==> src/verilog/ocs_consts.svh <==
// Constants for the oscillator mode clock select block
`ifndef OCS_CONSTS_SVH
`define OCS_CONSTS_SVH

// ==========================================================
// Register indices on the plain register port
`define OCS_IDX_CTRL 2'h0
`define OCS_IDX_TUNE 2'h1
`define OCS_IDX_STAT 2'h2

// ==========================================================
// Field positions
`define OCS_CTRL_FREQ_LSB 4
`define OCS_CTRL_FREQ_MSB 6
`define OCS_TUNE_LFSRC_BIT 7
`define OCS_TUNE_MULEN_BIT 6
`define OCS_TUNE_TRIM_MSB 4

// ==========================================================
// Reset values
`define OCS_CTRL_RST 8'h40
`define OCS_TUNE_RST 8'h00

// ==========================================================
// Frequency select codes
`define OCS_FREQ_8M 3'h7
`define OCS_FREQ_4M 3'h6
`define OCS_FREQ_31K 3'h0

// ==========================================================
// Rates in kHz; sources are phase accumulators at the system clock
`define OCS_SYS_CLK_KHZ 17'd100000
`define OCS_FAST_SRC_KHZ 17'd8000
`define OCS_SLOW_OSC_KHZ 17'd31
`define OCS_LF_DIV_SHIFT 4'h8
`define OCS_MUL_FACTOR 2'h3

`endif

==> src/verilog/ocs_pkg.sv <==
// Types for the oscillator mode clock select block
package ocs_pkg;

	// ==========================================================
	// Primary oscillator modes
	typedef enum logic [3:0] {
		OCS_MODE_SLOW_CRYSTAL = 4'h0,
		OCS_MODE_MEDIUM_CRYSTAL = 4'h1,
		OCS_MODE_FAST_CRYSTAL = 4'h2,
		OCS_MODE_RESISTOR_CAP_OSC = 4'h3,
		OCS_MODE_EXT_CLK_OUT = 4'h4,
		OCS_MODE_EXT_CLK_PIN_FREE = 4'h5,
		OCS_MODE_FAST_CRYSTAL_X4 = 4'h6,
		OCS_MODE_RESISTOR_CAP_PIN_FREE = 4'h7,
		OCS_MODE_INTERNAL_OSC_TWO_GPIO = 4'h8,
		OCS_MODE_INTERNAL_OSC_CLKOUT = 4'h9
	} ocs_mode_e;

	// ==========================================================
	// Multiplier states, Gray along the path
	typedef enum logic [1:0] {
		OCS_MUL_IDLE = 2'h0,
		OCS_MUL_ACQ = 2'h1,
		OCS_MUL_MEAS = 2'h3,
		OCS_MUL_RUN = 2'h2
	} ocs_mul_state_e;

	typedef logic [7:0] ocs_byte_t;
	typedef logic [16:0] ocs_phase_t;

endpackage : ocs_pkg
==> src/verilog/ocs_mul_if.sv <==
// Link between the clock select and its times-4 multiplier
`timescale 1ns/10ps
interface ocs_mul_if;
	logic enable;
	logic ref_tick;
	logic out_tick;
	logic locked;

	modport ctrl (
		output enable,
		output ref_tick,
		input out_tick,
		input locked
	);

	modport mul (
		input enable,
		input ref_tick,
		output out_tick,
		output locked
	);
endinterface : ocs_mul_if

==> src/verilog/ocs_clock_select.sv <==
// Oscillator mode clock select: primary modes, internal block, clock out
`timescale 1ns/10ps
`include "ocs_consts.svh"

module ocs_clock_select
	import ocs_pkg::*;
#(
	parameter int MUL_CNT_W = 8,
	parameter int PS_W = 8
) (
	input wire logic sys_clk,
	input wire logic srst,
	input wire logic [3:0] osc_mode_select,
	input wire logic osc_in_pin,
	input wire logic pwrt_en,
	input wire logic fscm_en,
	input wire logic wdt_en,
	input wire logic two_speed_en,
	input wire logic [1:0] reg_addr,
	input wire logic [7:0] reg_wdata,
	input wire logic reg_wr,
	input wire logic reg_rd,
	output logic [7:0] reg_rdata,
	output logic dev_clk_tick,
	output logic osc_out_pin_o,
	output logic osc_out_pin_oe_n,
	output logic port_a_bit6_io,
	output logic port_a_bit7_io,
	output logic internal_fast_source_on,
	output logic internal_slow_oscillator_on,
	output logic multiplier_on,
	output logic osc_startup_req
);

	initial begin
		if (PS_W < 8) begin
			$error("ocs_clock_select: PS_W must be at least 8");
		end
		if (MUL_CNT_W < 4) begin
			$error("ocs_clock_select: MUL_CNT_W must be at least 4");
		end
	end

	// ==========================================================
	// Functions
	// One step of a phase accumulator; top bit flags the tick
	function automatic logic [17:0] phase_step(input ocs_phase_t acc, input ocs_phase_t inc);
		logic [17:0] sum;
		sum = {1'b0, acc} + {1'b0, inc};
		if (sum >= {1'b0, `OCS_SYS_CLK_KHZ}) begin
			phase_step = {1'b1, 17'(sum - {1'b0, `OCS_SYS_CLK_KHZ})};
		end else begin
			phase_step = {1'b0, sum[16:0]};
		end
	endfunction : phase_step

	// Postscaler divide as a power of two
	function automatic logic [3:0] ps_shift(input logic [2:0] freq, input logic lf_fast);
		if (freq == `OCS_FREQ_31K) begin
			ps_shift = lf_fast ? `OCS_LF_DIV_SHIFT : 4'h0;
		end else begin
			ps_shift = 4'(3'h7 - freq);
		end
	endfunction : ps_shift

	// ==========================================================
	// Mode capture and decode
	ocs_mode_e mode_q;

	// Configuration field is sampled while reset is held
	always_ff @(posedge sys_clk) begin
		if (srst) begin
			mode_q <= ocs_mode_e'(osc_mode_select);
		end
	end

	wire logic mode_int_w = (mode_q == OCS_MODE_INTERNAL_OSC_CLKOUT) ||
		(mode_q == OCS_MODE_INTERNAL_OSC_TWO_GPIO);
	wire logic mode_x4_w = (mode_q == OCS_MODE_FAST_CRYSTAL_X4);
	wire logic mode_ext_w = (mode_q == OCS_MODE_EXT_CLK_OUT) ||
		(mode_q == OCS_MODE_EXT_CLK_PIN_FREE);
	wire logic mode_xtal_w = (mode_q == OCS_MODE_SLOW_CRYSTAL) ||
		(mode_q == OCS_MODE_MEDIUM_CRYSTAL) || (mode_q == OCS_MODE_FAST_CRYSTAL) ||
		mode_x4_w;
	// Clock-out on osc out pin
	wire logic clkout_mode_w = (mode_q == OCS_MODE_EXT_CLK_OUT) ||
		(mode_q == OCS_MODE_RESISTOR_CAP_OSC) ||
		(mode_q == OCS_MODE_INTERNAL_OSC_CLKOUT);
	wire logic bit6_gpio_w = (mode_q == OCS_MODE_EXT_CLK_PIN_FREE) ||
		(mode_q == OCS_MODE_RESISTOR_CAP_PIN_FREE) ||
		(mode_q == OCS_MODE_INTERNAL_OSC_TWO_GPIO);
	wire logic bit7_gpio_w = mode_int_w;

	// ==========================================================
	// Registers
	logic [2:0] freq_sel_q;
	logic lf_src_q;
	logic mul_en_q;
	logic [4:0] trim_q;
	ocs_byte_t rdata_q;
	logic fast_on_q;
	logic slow_on_q;

	wire logic wr_ctrl_w = reg_wr && (reg_addr == `OCS_IDX_CTRL);
	wire logic wr_tune_w = reg_wr && (reg_addr == `OCS_IDX_TUNE);
	wire logic [2:0] freq_next_w = wr_ctrl_w ?
		reg_wdata[`OCS_CTRL_FREQ_MSB:`OCS_CTRL_FREQ_LSB] : freq_sel_q;
	// Multiplier allowed only for internal modes at 4 or 8 MHz
	wire logic mul_allow_w = mode_int_w &&
		((freq_next_w == `OCS_FREQ_8M) || (freq_next_w == `OCS_FREQ_4M));

	wire logic mul_act_w = mode_x4_w || (mode_int_w && mul_en_q);

	wire ocs_byte_t ctrl_rd_w = {1'b0, freq_sel_q, 4'h0};
	wire ocs_byte_t tune_rd_w = {lf_src_q, mul_en_q, 1'b0, trim_q};
	wire ocs_byte_t stat_rd_w = {fast_on_q, slow_on_q, mul_act_w, 1'b0, mode_q};
	wire ocs_byte_t rd_mux_w = (reg_addr == `OCS_IDX_CTRL) ? ctrl_rd_w :
		(reg_addr == `OCS_IDX_TUNE) ? tune_rd_w :
		(reg_addr == `OCS_IDX_STAT) ? stat_rd_w : 8'h00;

	always_ff @(posedge sys_clk) begin
		if (srst) begin
			freq_sel_q <= 3'(`OCS_CTRL_RST >> `OCS_CTRL_FREQ_LSB);
		end else if (wr_ctrl_w) begin
			freq_sel_q <= freq_next_w;
		end
	end

	always_ff @(posedge sys_clk) begin
		if (srst) begin
			lf_src_q <= 1'(`OCS_TUNE_RST >> `OCS_TUNE_LFSRC_BIT);
			trim_q <= 5'(`OCS_TUNE_RST);
		end else if (wr_tune_w) begin
			lf_src_q <= reg_wdata[`OCS_TUNE_LFSRC_BIT];
			trim_q <= reg_wdata[`OCS_TUNE_TRIM_MSB:0];
		end
	end

	// Enable bit cleared and write ignored while not allowed
	always_ff @(posedge sys_clk) begin
		if (srst || !mul_allow_w) begin
			mul_en_q <= 1'b0;
		end else if (wr_tune_w) begin
			mul_en_q <= reg_wdata[`OCS_TUNE_MULEN_BIT];
		end
	end

	always_ff @(posedge sys_clk) begin
		if (srst) begin
			rdata_q <= 8'h00;
		end else begin
			rdata_q <= reg_rd ? rd_mux_w : 8'h00;
		end
	end

	// ==========================================================
	// Internal fast source and slow oscillator
	ocs_phase_t fast_acc_q;
	ocs_phase_t slow_acc_q;
	logic [PS_W-1:0] ps_cnt_q;

	wire logic lf_sel_w = (freq_sel_q == `OCS_FREQ_31K);
	wire logic fast_need_w = mode_int_w && (!lf_sel_w || lf_src_q);
	wire logic slow_sel_w = mode_int_w && lf_sel_w && !lf_src_q;
	wire logic slow_need_w = slow_sel_w ||
		pwrt_en || fscm_en || wdt_en || two_speed_en;
	wire logic [17:0] fast_step_w = phase_step(fast_acc_q, `OCS_FAST_SRC_KHZ);
	wire logic [17:0] slow_step_w = phase_step(slow_acc_q, `OCS_SLOW_OSC_KHZ);
	wire logic fast_tick_w = fast_on_q && fast_step_w[17];
	wire logic slow_tick_w = slow_on_q && slow_step_w[17];

	always_ff @(posedge sys_clk) begin
		if (srst) begin
			fast_on_q <= 1'b0;
			slow_on_q <= 1'b0;
		end else begin
			fast_on_q <= fast_need_w;
			slow_on_q <= slow_need_w;
		end
	end

	always_ff @(posedge sys_clk) begin
		if (srst || !fast_on_q) begin
			fast_acc_q <= '0;
		end else begin
			fast_acc_q <= fast_step_w[16:0];
		end
	end

	always_ff @(posedge sys_clk) begin
		if (srst || !slow_on_q) begin
			slow_acc_q <= '0;
		end else begin
			slow_acc_q <= slow_step_w[16:0];
		end
	end

	// ==========================================================
	// Postscaler and internal selection
	wire logic [3:0] ps_sh_w = ps_shift(freq_sel_q, lf_src_q);
	wire logic [PS_W-1:0] ps_mask_w = PS_W'((9'h001 << ps_sh_w) - 9'h001);
	wire logic ps_tick_w = fast_tick_w && ((ps_cnt_q & ps_mask_w) == ps_mask_w);

	always_ff @(posedge sys_clk) begin
		if (srst || !fast_on_q) begin
			ps_cnt_q <= '0;
		end else if (fast_tick_w) begin
			ps_cnt_q <= ps_cnt_q + PS_W'(1);
		end
	end

	// Fast direct at 8 MHz, slow direct or postscaled otherwise
	wire logic int_tick_w = slow_sel_w ? slow_tick_w :
		(freq_sel_q == `OCS_FREQ_8M) ? fast_tick_w : ps_tick_w;

	// ==========================================================
	// External input edges
	logic osc_in_prev_q;

	always_ff @(posedge sys_clk) begin
		if (srst) begin
			osc_in_prev_q <= 1'b0;
		end else begin
			osc_in_prev_q <= osc_in_pin;
		end
	end

	// Crystal, RC and external clock all arrive here
	wire logic ext_tick_w = osc_in_pin && !osc_in_prev_q && !mode_int_w;

	// ==========================================================
	// Times-4 multiplier
	ocs_mul_if mul_if ();

	assign mul_if.enable = mul_act_w;
	assign mul_if.ref_tick = mode_x4_w ? ext_tick_w : int_tick_w;

	ocs_mul4 #(
		.CNT_W(MUL_CNT_W)
	) u_mul4 (
		.clk(sys_clk),
		.srst(srst),
		.link(mul_if.mul)
	);

	// ==========================================================
	// Device clock tick
	wire logic dev_tick_w = mul_act_w ? mul_if.out_tick :
		mode_int_w ? int_tick_w : ext_tick_w;
	logic dev_tick_q;

	always_ff @(posedge sys_clk) begin
		if (srst) begin
			dev_tick_q <= 1'b0;
		end else begin
			dev_tick_q <= dev_tick_w;
		end
	end

	// ==========================================================
	// Divide-by-4 clock out and pin ownership
	logic clkout_q;
	logic clkout_ph_q;
	logic out_oe_n_q;
	logic bit6_q;
	logic bit7_q;

	// Phase restarts whenever the pin is not a clock out
	always_ff @(posedge sys_clk) begin
		if (srst || !clkout_mode_w) begin
			clkout_ph_q <= 1'b0;
			clkout_q <= 1'b0;
		end else if (dev_tick_w) begin
			clkout_ph_q <= !clkout_ph_q;
			if (clkout_ph_q) begin
				clkout_q <= !clkout_q;
			end
		end
	end

	always_ff @(posedge sys_clk) begin
		if (srst) begin
			out_oe_n_q <= 1'b1;
			bit6_q <= 1'b0;
			bit7_q <= 1'b0;
		end else begin
			out_oe_n_q <= !clkout_mode_w;
			bit6_q <= bit6_gpio_w;
			bit7_q <= bit7_gpio_w;
		end
	end

	// ==========================================================
	// Status outputs
	logic mul_on_q;
	logic startup_q;

	always_ff @(posedge sys_clk) begin
		if (srst) begin
			mul_on_q <= 1'b0;
			startup_q <= 1'b0;
		end else begin
			mul_on_q <= mul_act_w && mul_if.locked;
			startup_q <= mode_xtal_w && !mode_ext_w;
		end
	end

	assign reg_rdata = rdata_q;
	assign dev_clk_tick = dev_tick_q;
	assign osc_out_pin_o = clkout_q;
	assign osc_out_pin_oe_n = out_oe_n_q;
	assign port_a_bit6_io = bit6_q;
	assign port_a_bit7_io = bit7_q;
	assign internal_fast_source_on = fast_on_q;
	assign internal_slow_oscillator_on = slow_on_q;
	assign multiplier_on = mul_on_q;
	assign osc_startup_req = startup_q;

endmodule : ocs_clock_select

==> src/verilog/ocs_mul4.sv <==
// Times-4 tick multiplier: four evenly spaced ticks per reference period
`timescale 1ns/10ps
module ocs_mul4
	import ocs_pkg::*;
#(
	parameter int CNT_W = 8
) (
	input wire logic clk,
	input wire logic srst,
	ocs_mul_if.mul link
);

	initial begin
		if (CNT_W < 4) begin
			$error("ocs_mul4: CNT_W must be at least 4");
		end
	end

	ocs_mul_state_e state_q;
	logic [CNT_W-1:0] cnt_q;
	logic [CNT_W-1:0] quarter_q;
	logic [CNT_W-1:0] phase_q;
	logic [1:0] left_q;
	logic out_tick_q;

	// ==========================================================
	// Quarter period, never below one cycle
	wire logic [CNT_W-1:0] quarter_w = (cnt_q[CNT_W-1:2] == '0) ? CNT_W'(1) :
		CNT_W'(cnt_q >> 2);
	wire logic cnt_max_w = (cnt_q == '1);
	wire logic fill_w = (state_q == OCS_MUL_RUN) && !link.ref_tick &&
		(left_q != 2'h0) && (phase_q == CNT_W'(1));

	always_ff @(posedge clk) begin
		if (srst || !link.enable) begin
			state_q <= OCS_MUL_IDLE;
		end else begin
			unique case (state_q)
				OCS_MUL_IDLE: state_q <= OCS_MUL_ACQ;
				OCS_MUL_ACQ: if (link.ref_tick) state_q <= OCS_MUL_MEAS;
				OCS_MUL_MEAS: if (link.ref_tick) state_q <= OCS_MUL_RUN;
				OCS_MUL_RUN: state_q <= OCS_MUL_RUN;
			endcase
		end
	end

	always_ff @(posedge clk) begin
		if (srst || link.ref_tick) begin
			cnt_q <= CNT_W'(1);
		end else if (!cnt_max_w) begin
			cnt_q <= cnt_q + CNT_W'(1);
		end
	end

	// Reference edge in run emits the first tick and rearms three more
	always_ff @(posedge clk) begin
		if (srst || state_q == OCS_MUL_IDLE) begin
			quarter_q <= CNT_W'(1);
			phase_q <= CNT_W'(1);
			left_q <= 2'h0;
			out_tick_q <= 1'b0;
		end else if (link.ref_tick && state_q != OCS_MUL_ACQ) begin
			quarter_q <= quarter_w;
			phase_q <= quarter_w;
			left_q <= (state_q == OCS_MUL_RUN) ? `OCS_MUL_FACTOR : 2'h0;
			out_tick_q <= (state_q == OCS_MUL_RUN);
		end else if (fill_w) begin
			phase_q <= quarter_q;
			left_q <= left_q - 2'h1;
			out_tick_q <= 1'b1;
		end else begin
			if (phase_q != CNT_W'(1)) begin
				phase_q <= phase_q - CNT_W'(1);
			end
			out_tick_q <= 1'b0;
		end
	end

	assign link.out_tick = out_tick_q;
	assign link.locked = (state_q == OCS_MUL_RUN);

endmodule : ocs_mul4

==> config.mk <==
export PLATFORM = sky130hd
export DESIGN_NAME = ocs_clock_select
export DESIGN_NICKNAME = d
export VERILOG_FILES = /design/src/verilog/ocs_pkg.sv /design/src/verilog/ocs_mul_if.sv /design/src/verilog/ocs_clock_select.sv /design/src/verilog/ocs_mul4.sv
export VERILOG_INCLUDE_DIRS = /design/src /design/src/verilog
export SDC_FILE = /design/constraint.sdc
export NUM_CORES = 1
export LEC_CHECK = 0
export BUFFER_PORTS_ARGS = -buffer_cell sky130_fd_sc_hd__buf_4
export CORE_AREA = 2 2 99 101
export CTS_CLUSTER_DIAMETER = 60
export DETAILED_ROUTE_END_ITERATION = 7
export DIE_AREA = 0 0 101 103
export PLACE_DENSITY = 0.8
export SETUP_SLACK_MARGIN = 0.5
export SYNTH_ARGS = -nofsm -noshare
export SYNTH_HDL_FRONTEND = slang
export SYNTH_SLANG_ARGS = --single-unit
==> constraint.sdc <==
create_clock -name sys_clk -period 3.2 [get_ports sys_clk]
set_input_delay 0 -clock sys_clk [delete_from_list [all_inputs] [get_ports sys_clk]]
set_output_delay 0 -clock sys_clk [all_outputs]
set_load 0.02 [all_outputs]
After elaboration in Yosys (flattened, before gate mapping)
Index checks and enable logic that the tools add are counted.

cells by class
  reductions and logical operators = 66
  shift operators = 1
  div/mod/pow operators = 0
  add/sub/neg operators = 10
  muxes and demuxes = 25
  order comparisons = 2
  multipliers = 0
  bitwise operators = 2
  eq/ne operators = 24

operators with widths
  cell                                                   count
  2-to-1 mux 8 bit                                       5
  >= comparator 18 x 17 -> 1 bit, second input constant  2
  2-to-1 mux 18 bit                                      2
  subtractor 17 bit, second input constant               2
  logical OR 1 bit                                       23
  adder 17 x 13 -> 18 bit, second input constant         1
  adder 17 x 5 -> 18 bit, second input constant          1
  logical AND 1 bit                                      18
  adder 8 x 1 -> 8 bit, second input constant            2
  equality test 4 x 3 -> 1 bit, second input constant    4
  subtractor 8 x 1 -> 8 bit, second input constant       2
  zero test 1 bit                                        13
  2-to-1 mux 2 bit                                       5
  equality test 3 bit, second input constant             3
  bitwise AND 8 bit                                      1
  equality test 4 x 2 -> 1 bit, second input constant    2
  equality test 4 bit, second input constant             2
  equality test 8 x 1 -> 1 bit, second input constant    1
  equality test 8 bit                                    1
  equality test 8 bit, second input constant             1
  2-to-1 mux 4 bit                                       2
  != test 8 x 1 -> 1 bit, second input constant          1
  one-hot mux 2 bit (4 select lines)                     1
  left shift 1 x 4 -> 8 bit, first input constant        1
  other kinds (20)                                       34

storage, ports and cells
  bits in read-only memories = 0
  input port bits = 23
  output and inout bits = 17
  register bits = 104
  word-level logic and storage cells = 157
  latch bits = 0
  bits in writable memories = 0
  memories = 0

Logic depth before layout (Yosys ltp)
  depth after elaboration = 16
  depth in mapped cells = 15
  mapped depth without buffers = 13

By module
From an unflattened synthesis, not the netlist that was laid out.

unflattened totals
  cells, all modules = 632
  area total of the unflattened synthesis = 5295.1 um^2

by module, submodules not included
  module            area an instance (um^2)  times used  cells an instance
  ocs_clock_select  3957.5                   1           473
  ocs_mul4          1337.5                   1           159

Worst setup path before layout
Ideal clock, no wire load.

  path kind = reg-to-reg
  start = register freq_sel_q[1]
  end = register u_mul4.phase_q[1]
  required time = 3.112 ns
  setup time = 0.088 ns
  arrival = 2.906 ns
  buffers on the path = 1
  clock period less this slack = 2.994 ns
  stages on the path, launching flop included = 14
  path slack = 0.206 ns
  cell sequence = dfxtp_1 clkbuf_1 nor4_2 nor2_1 ha_1 nand2b_1 a2111oi_0 nor4_1 a31oi_1 a2111oi_4 a21oi_1 a21boi_4 mux2_4 a311oi_2

on the way
  longest elaborated chain between the ends = 16
  elaborated cells on any way between the ends = 22
  classes of those cells = add/sub: 2; eq/ne: 2; shift: 1; mux: 6; bitwise: 1; reduce/logical: 10

ends and longest elaborated chain
  item                                                          RTL line                 text
  start: declaration                                            ocs_clock_select.sv:96   logic [2:0] freq_sel_q;
  start signal: assignment                                      ocs_clock_select.sv:123  freq_sel_q <= 3'(`OCS_CTRL_RST >> `OCS_CTRL_FREQ_LSB);
  start signal: assignment                                      ocs_clock_select.sv:125  freq_sel_q <= freq_next_w;
  subtractor 3 x 3 -> 4 bit or zero test 3 bit (tied branches)  -
  2-to-1 mux 4 bit                                              ocs_clock_select.sv:59   if (freq == `OCS_FREQ_31K) begin
  left shift 1 x 4 -> 8 bit                                     ocs_clock_select.sv:201  wire logic [PS_W-1:0] ps_mask_w = PS_W'((9'h001 << ps_sh_w) - 9'h001);
  subtractor 8 x 1 -> 8 bit                                     ocs_clock_select.sv:201
  bitwise AND 8 bit                                             ocs_clock_select.sv:202  wire logic ps_tick_w = fast_tick_w && ((ps_cnt_q & ps_mask_w) == ps_mask_w);
  equality test 8 bit                                           ocs_clock_select.sv:202
  logical AND 1 bit                                             ocs_clock_select.sv:202
  2-to-1 mux 1 bit                                              ocs_clock_select.sv:214  (freq_sel_q == `OCS_FREQ_8M) ? fast_tick_w : ps_tick_w;
  2-to-1 mux 1 bit *                                            ocs_clock_select.sv:213  wire logic int_tick_w = slow_sel_w ? slow_tick_w :
  2-to-1 mux 1 bit *                                            ocs_clock_select.sv:236  assign mul_if.ref_tick = mode_x4_w ? ext_tick_w : int_tick_w;
  zero test 1 bit                                               ocs_mul4.sv:31           wire logic fill_w = (state_q == OCS_MUL_RUN) && !link.ref_tick &&
  logical AND 1 bit (2 in a row)                                ocs_mul4.sv:31
  logical AND 1 bit                                             ocs_mul4.sv:32           (left_q != 2'h0) && (phase_q == CNT_W'(1));
  2-to-1 mux 8 bit                                              ocs_mul4.sv:67           end else if (fill_w) begin
  2-to-1 mux 8 bit                                              ocs_mul4.sv:62           end else if (link.ref_tick && state_q != OCS_MUL_ACQ) begin
  end signal: assignment                                        ocs_mul4.sv:64           phase_q <= quarter_w;
  end signal: assignment                                        ocs_mul4.sv:68           phase_q <= quarter_q;
  end signal: assignment                                        ocs_mul4.sv:73           phase_q <= phase_q - CNT_W'(1);
  end: declaration                                              ocs_mul4.sv:22           logic [CNT_W-1:0] phase_q;

Mark *: on every way between the ends. The rest lies on a longest branch, timed or not.
A chain may end at the register's enable or synchronous reset.

Worst setup path in the final report
  start = register slow_acc_q[1]
  end = register u_mul4.phase_q[4]

on the way
  longest elaborated chain between the ends = 12
  elaborated cells on any way between the ends = 14
  classes of those cells = add/sub: 1; order compare: 1; mux: 5; reduce/logical: 7

ends and longest elaborated chain
  item                              RTL line                 text
  start: declaration                ocs_clock_select.sv:159  ocs_phase_t slow_acc_q;
  start signal: assignment          ocs_clock_select.sv:194  slow_acc_q <= slow_step_w[16:0];
  adder 17 x 5 -> 18 bit *          ocs_clock_select.sv:49   sum = {1'b0, acc} + {1'b0, inc};
  >= comparator 18 x 17 -> 1 bit *  ocs_clock_select.sv:50   if (sum >= {1'b0, `OCS_SYS_CLK_KHZ}) begin
  2-to-1 mux 18 bit *               ocs_clock_select.sv:50
  logical AND 1 bit *               ocs_clock_select.sv:170  wire logic slow_tick_w = slow_on_q && slow_step_w[17];
  2-to-1 mux 1 bit *                ocs_clock_select.sv:213
  2-to-1 mux 1 bit *                ocs_clock_select.sv:236
  zero test 1 bit                   ocs_mul4.sv:31
  logical AND 1 bit (2 in a row)    ocs_mul4.sv:31
  logical AND 1 bit                 ocs_mul4.sv:32
  2-to-1 mux 8 bit                  ocs_mul4.sv:67
  2-to-1 mux 8 bit                  ocs_mul4.sv:62

Marked as above.

==> metrics.md <==
| Metric | Value |
|---|---|
| Die width | `roughly 100 um` |
| Post-DP HPWL | `just over 9000 um` |
| Setup violations, final | `0` |
| R2r setup slk | `around 0.32 ns` |
| Hold Fails Final Rpt | `0` |
| Die ar. | `0.0104 mm2` |
| PwrDens | `360 mW/mm2` |
| Hold_sp | `reg_rd` |
| Setup total negative slack | `0 ns` |
| Peak Freq | `~0.35 GHz` |
| Unrepaired setup endpoints after global routing | `yes` |
| Seq cells post-synth | `97` |
| Fillcell total | `591` |
| Post-synth EDFFs | `4` |
| Headroom to the max-slew limit | `0.363` |
| Final Max Slew Viols | `0` |
| Crit path DAT | `~3.1 ns` |
| Synthesis Warnings | `0` |
| Synth Net Count | `710` |
| Pwr Total | `~2600 uW` |
| WS Path Type | `reg2reg` |
| First DRT Iteration DRCs | `approximately 330` |
| FF-to-FF End | `u_mul4.phase_q[4]$_SDFFE_PP0P_` |
| Starting density of the core | `0.581` |
| Area Growth Syn to Fin | `33.4%` |
| Status | `complete, no violations` |
| Asr flop ratio synth | `0` |
| Tmin final | `roughly 2.9 ns` |
| WHS Endpoint | `reg_rdata[2]$_SDFF_PP0_` |
| Total grt overflow | `0` |
| Tcrit/Tclk final | `0.901` |
| Start point of the critical path | `slow_acc_q[1]$_SDFF_PP0_` |
| Max VDD drop | `0.274 mV` |
| Via Count | `~5500` |
| Routed wire length | `15600 um` |
| Syn Inst Count | `approximately 670` |
| Post-route antenna net violation count | `0` |
| Main synth FF type | `dfxtp_1` |
| P_leak | `between 0.002 and 0.003 uW` |
| Finished Layout Cells | `between 800 and 900` |
| Row Count | `36` |
| Min-delay worst type | `in2reg` |
| Avg WL per Cell | `around 17 um` |
| CTS buffer count | `9` |
| Max-cap viol count | `0` |
| Distinct cells, synth | `69` |
| Worst EP required | `3.45 ns` |
| Nets | `814` |
| Clk_lat worst skew | `between 0.3 and 0.4 ns` |
| Drt first pass iters | `5` |
| H-tree depth | `3` |
| DRC | `0` |
| Final GP Congestion | `between 0.8 and 0.9` |
| CTS clock-pin slew for the worst setup and hold paths | `0.10 ns` |
| # IOs | `40` |
| Worst hold path depth | `3` |
| Clock tree from TritonCTS | `yes` |
| Antenna cell count | `0` |
| Post-synthesis sequential area ratio | `0.360` |
| Clk buf depth | `2` |
| Worst slew pin tran | `between 0.9 and 1 ns` |
| Largest net degree at the start of global routing | `30` |
| PortBufs | `39` |
| Final Skew | `about 0.013 ns` |
| Vias per cell | `between 6 and 7` |
| Mapped Avg Cell Area | `approximately 8.2 um2` |
| FF-to-FF Start | `slow_acc_q[1]$_SDFF_PP0_` |
| First-pass GRT wire length | `23500 um` |
| Clk sinks | `97` |
| Die extent in y | `103 um` |
| Vias in the first global route | `5051` |
| Share of post-route cells with drive strength above 1 | `0.280` |
| Core area | `approximately 0.0095 mm2` |
| FF-to-FF path depth | `10` |
| Startpoint Class | `flop` |
| Crit-path max FO | `5` |
| Root Buffer | `clkbuf_8` |
| Initial antenna violation count | `0` |
| Placed Cells incl. Taps | `~800` |
| Tot GR Track Use | `0.280` |
| Cell Area, Synth | `between 0.005 and 0.006 mm2` |
| Endpoint type of the worst setup path | `flop` |
==> worst max-delay path by stage <==
stage                                                end  slack (ns)
after floorplan           u_mul4.phase_q[1]$_SDFFE_PP0P_        0.38
final                     u_mul4.phase_q[4]$_SDFFE_PP0P_        0.32
after global routing           slow_acc_q[10]$_SDFF_PP0_        0.22
after detailed placement  u_mul4.phase_q[3]$_SDFFE_PP0P_        0.11
after CTS                 u_mul4.phase_q[3]$_SDFFE_PP0P_        0.40
after global placement    u_mul4.phase_q[1]$_SDFFE_PP0P_        0.26
==> critical path, cell delays in order (launching register included) <==
cell and delay [ns]:
dfxtp_4 0.38, or4_4 0.55, or3_4 0.35, a211o_1 0.31, o2111ai_4 0.13, nand4_1 0.19, nand2_2 0.16, buf_4 0.17
nor2_2 0.07, a221oi_2 0.35, a211oi_2 0.09
==> layout by cell type, fill, tap and decap left out, types with 5 or more instances in the layout <==
| master | synthesis | routed |
|---|---|---|
| a211oi_2 | 5 | 6 |
| a21oi_1 | 39 | 31 |
| a21oi_2 | 1 | 7 |
| a22oi_1 | 5 | 5 |
| and3_1 | 10 | 9 |
| buf_4 | 0 | 91 |
| buf_6 | 0 | 7 |
| clkbuf_8 | 0 | 9 |
| dfxtp_1 | 93 | 83 |
| dfxtp_4 | 0 | 7 |
| dlygate4sd3_1 | 0 | 32 |
| ha_1 | 13 | 9 |
| inv_1 | 21 | 18 |
| mux2i_1 | 15 | 14 |
| nand2_1 | 55 | 50 |
| nand2b_1 | 13 | 11 |
| nand3_1 | 29 | 25 |
| nand3b_1 | 7 | 7 |
| nand4_1 | 12 | 12 |
| nor2_1 | 87 | 76 |
| nor2_2 | 0 | 9 |
| nor2b_1 | 10 | 10 |
| nor3_1 | 31 | 26 |
| nor3_2 | 1 | 5 |
| o211ai_1 | 5 | 5 |
| o21ai_0 | 33 | 22 |
| o21ai_1 | 2 | 10 |
| o31ai_1 | 6 | 5 |
| xnor2_1 | 28 | 28 |
| xor2_1 | 26 | 25 |
==> timing repair <==
| item | in CTS | in global routing |
|---|---|---|
| endpoints found under the setup margin | 46 | 42 |
| pin swaps | 13 | 34 |
| hold buffers | 32 | 0 |
| gates cloned | 0 | 1 |
| resized for setup | 55 | 65 |
| hold endpoints to repair | 20 | 0 |
| setup buffers | 28 | 13 |
==> through the flow <==
stage / hold WS, ns / setup slack (ns) / area [um2] / utilization
global placement: 0.178 / 0.256 / 5970 / 0.631
CTS: 0.0481 / 0.395 / 6960 / 0.736
finish: 0.0963 / 0.316 / 7340 / 0.776
global route: 0.125 / 0.224 / 7340 / 0.776
detailed placement: 0.179 / 0.113 / 5970 / 0.631
floorplan: 0.0793 / 0.377 / 5580 / -
==> logic make-up after synthesis <==
group	after synthesis	synth area share
xor+xnor	54	0.0860
simple gates	290	0.263
buf+inv	59	0.0425
mux	17	0.0321
flops	97	0.360
fa+ha+maj	13	0.0296
compound gates	144	0.186
==> where the power goes <==
| group | leakage (uW) | internal (uW) | switching (uW) |
|---|---|---|---|
| clock | 0.000122 | 489 | 459 |
| combinational | 0.00190 | 205 | 204 |
| sequential | 0.000799 | 1240 | 43.2 |
==> cell usage after synthesis, types with 7 or more instances <==
master	number	area share
nand4_1	12	0.014
ha_1	13	0.030
nand3_1	29	0.026
mux2i_1	15	0.027
nand2b_1	13	0.015
a21oi_1	39	0.035
o21ai_0	33	0.030
and3_1	10	0.011
inv_1	21	0.014
nand2_1	55	0.038
xor2_1	26	0.041
nand3b_1	7	0.0096
nor2_1	87	0.059
xnor2_1	28	0.045
dfxtp_1	93	0.34
clkbuf_1	26	0.018
nor2b_1	10	0.011
buf_2	10	0.0091
nor3_1	31	0.028
==> routing by layer <==
metal | track usage | vias up | routed length (um)
li1 | - | 2596 | -
met3 | 0.0468 | 60 | 708
met1 | 0.350 | 2665 | 6550
met4 | 0.117 | 0 | 504
met5 | 0 | - | 0
met2 | 0.482 | 207 | 7830
==> area by class of cell <==
cell class / instances / area [um2] / area share
tap: 114 / 143 / 0.0194
multi-input combinational: 518 / 3760 / 0.513
sequential: 97 / 2010 / 0.274
timing repair buffer: 131 / 1100 / 0.150
clock inverter: 6 / 87.6 / 0.0119
inverter: 21 / 81.3 / 0.0111
clock buffer: 10 / 149 / 0.0203
==> state kept, by name, summed over array words and instances, names as in the netlist, 2 cells and up <==
| name | cells |
|---|---|
| u_mul4.quarter_q | 6 |
| mode_q | 4 |
| reg_rdata | 8 |
| u_mul4.phase_q | 8 |
| u_mul4.left_q | 2 |
| freq_sel_q | 3 |
| ps_cnt_q | 8 |
| slow_acc_q | 17 |
| fast_acc_q | 12 |
| u_mul4.state_q | 2 |
| u_mul4.cnt_q | 8 |
| trim_q | 5 |
(Power assumes the default switching activity.)
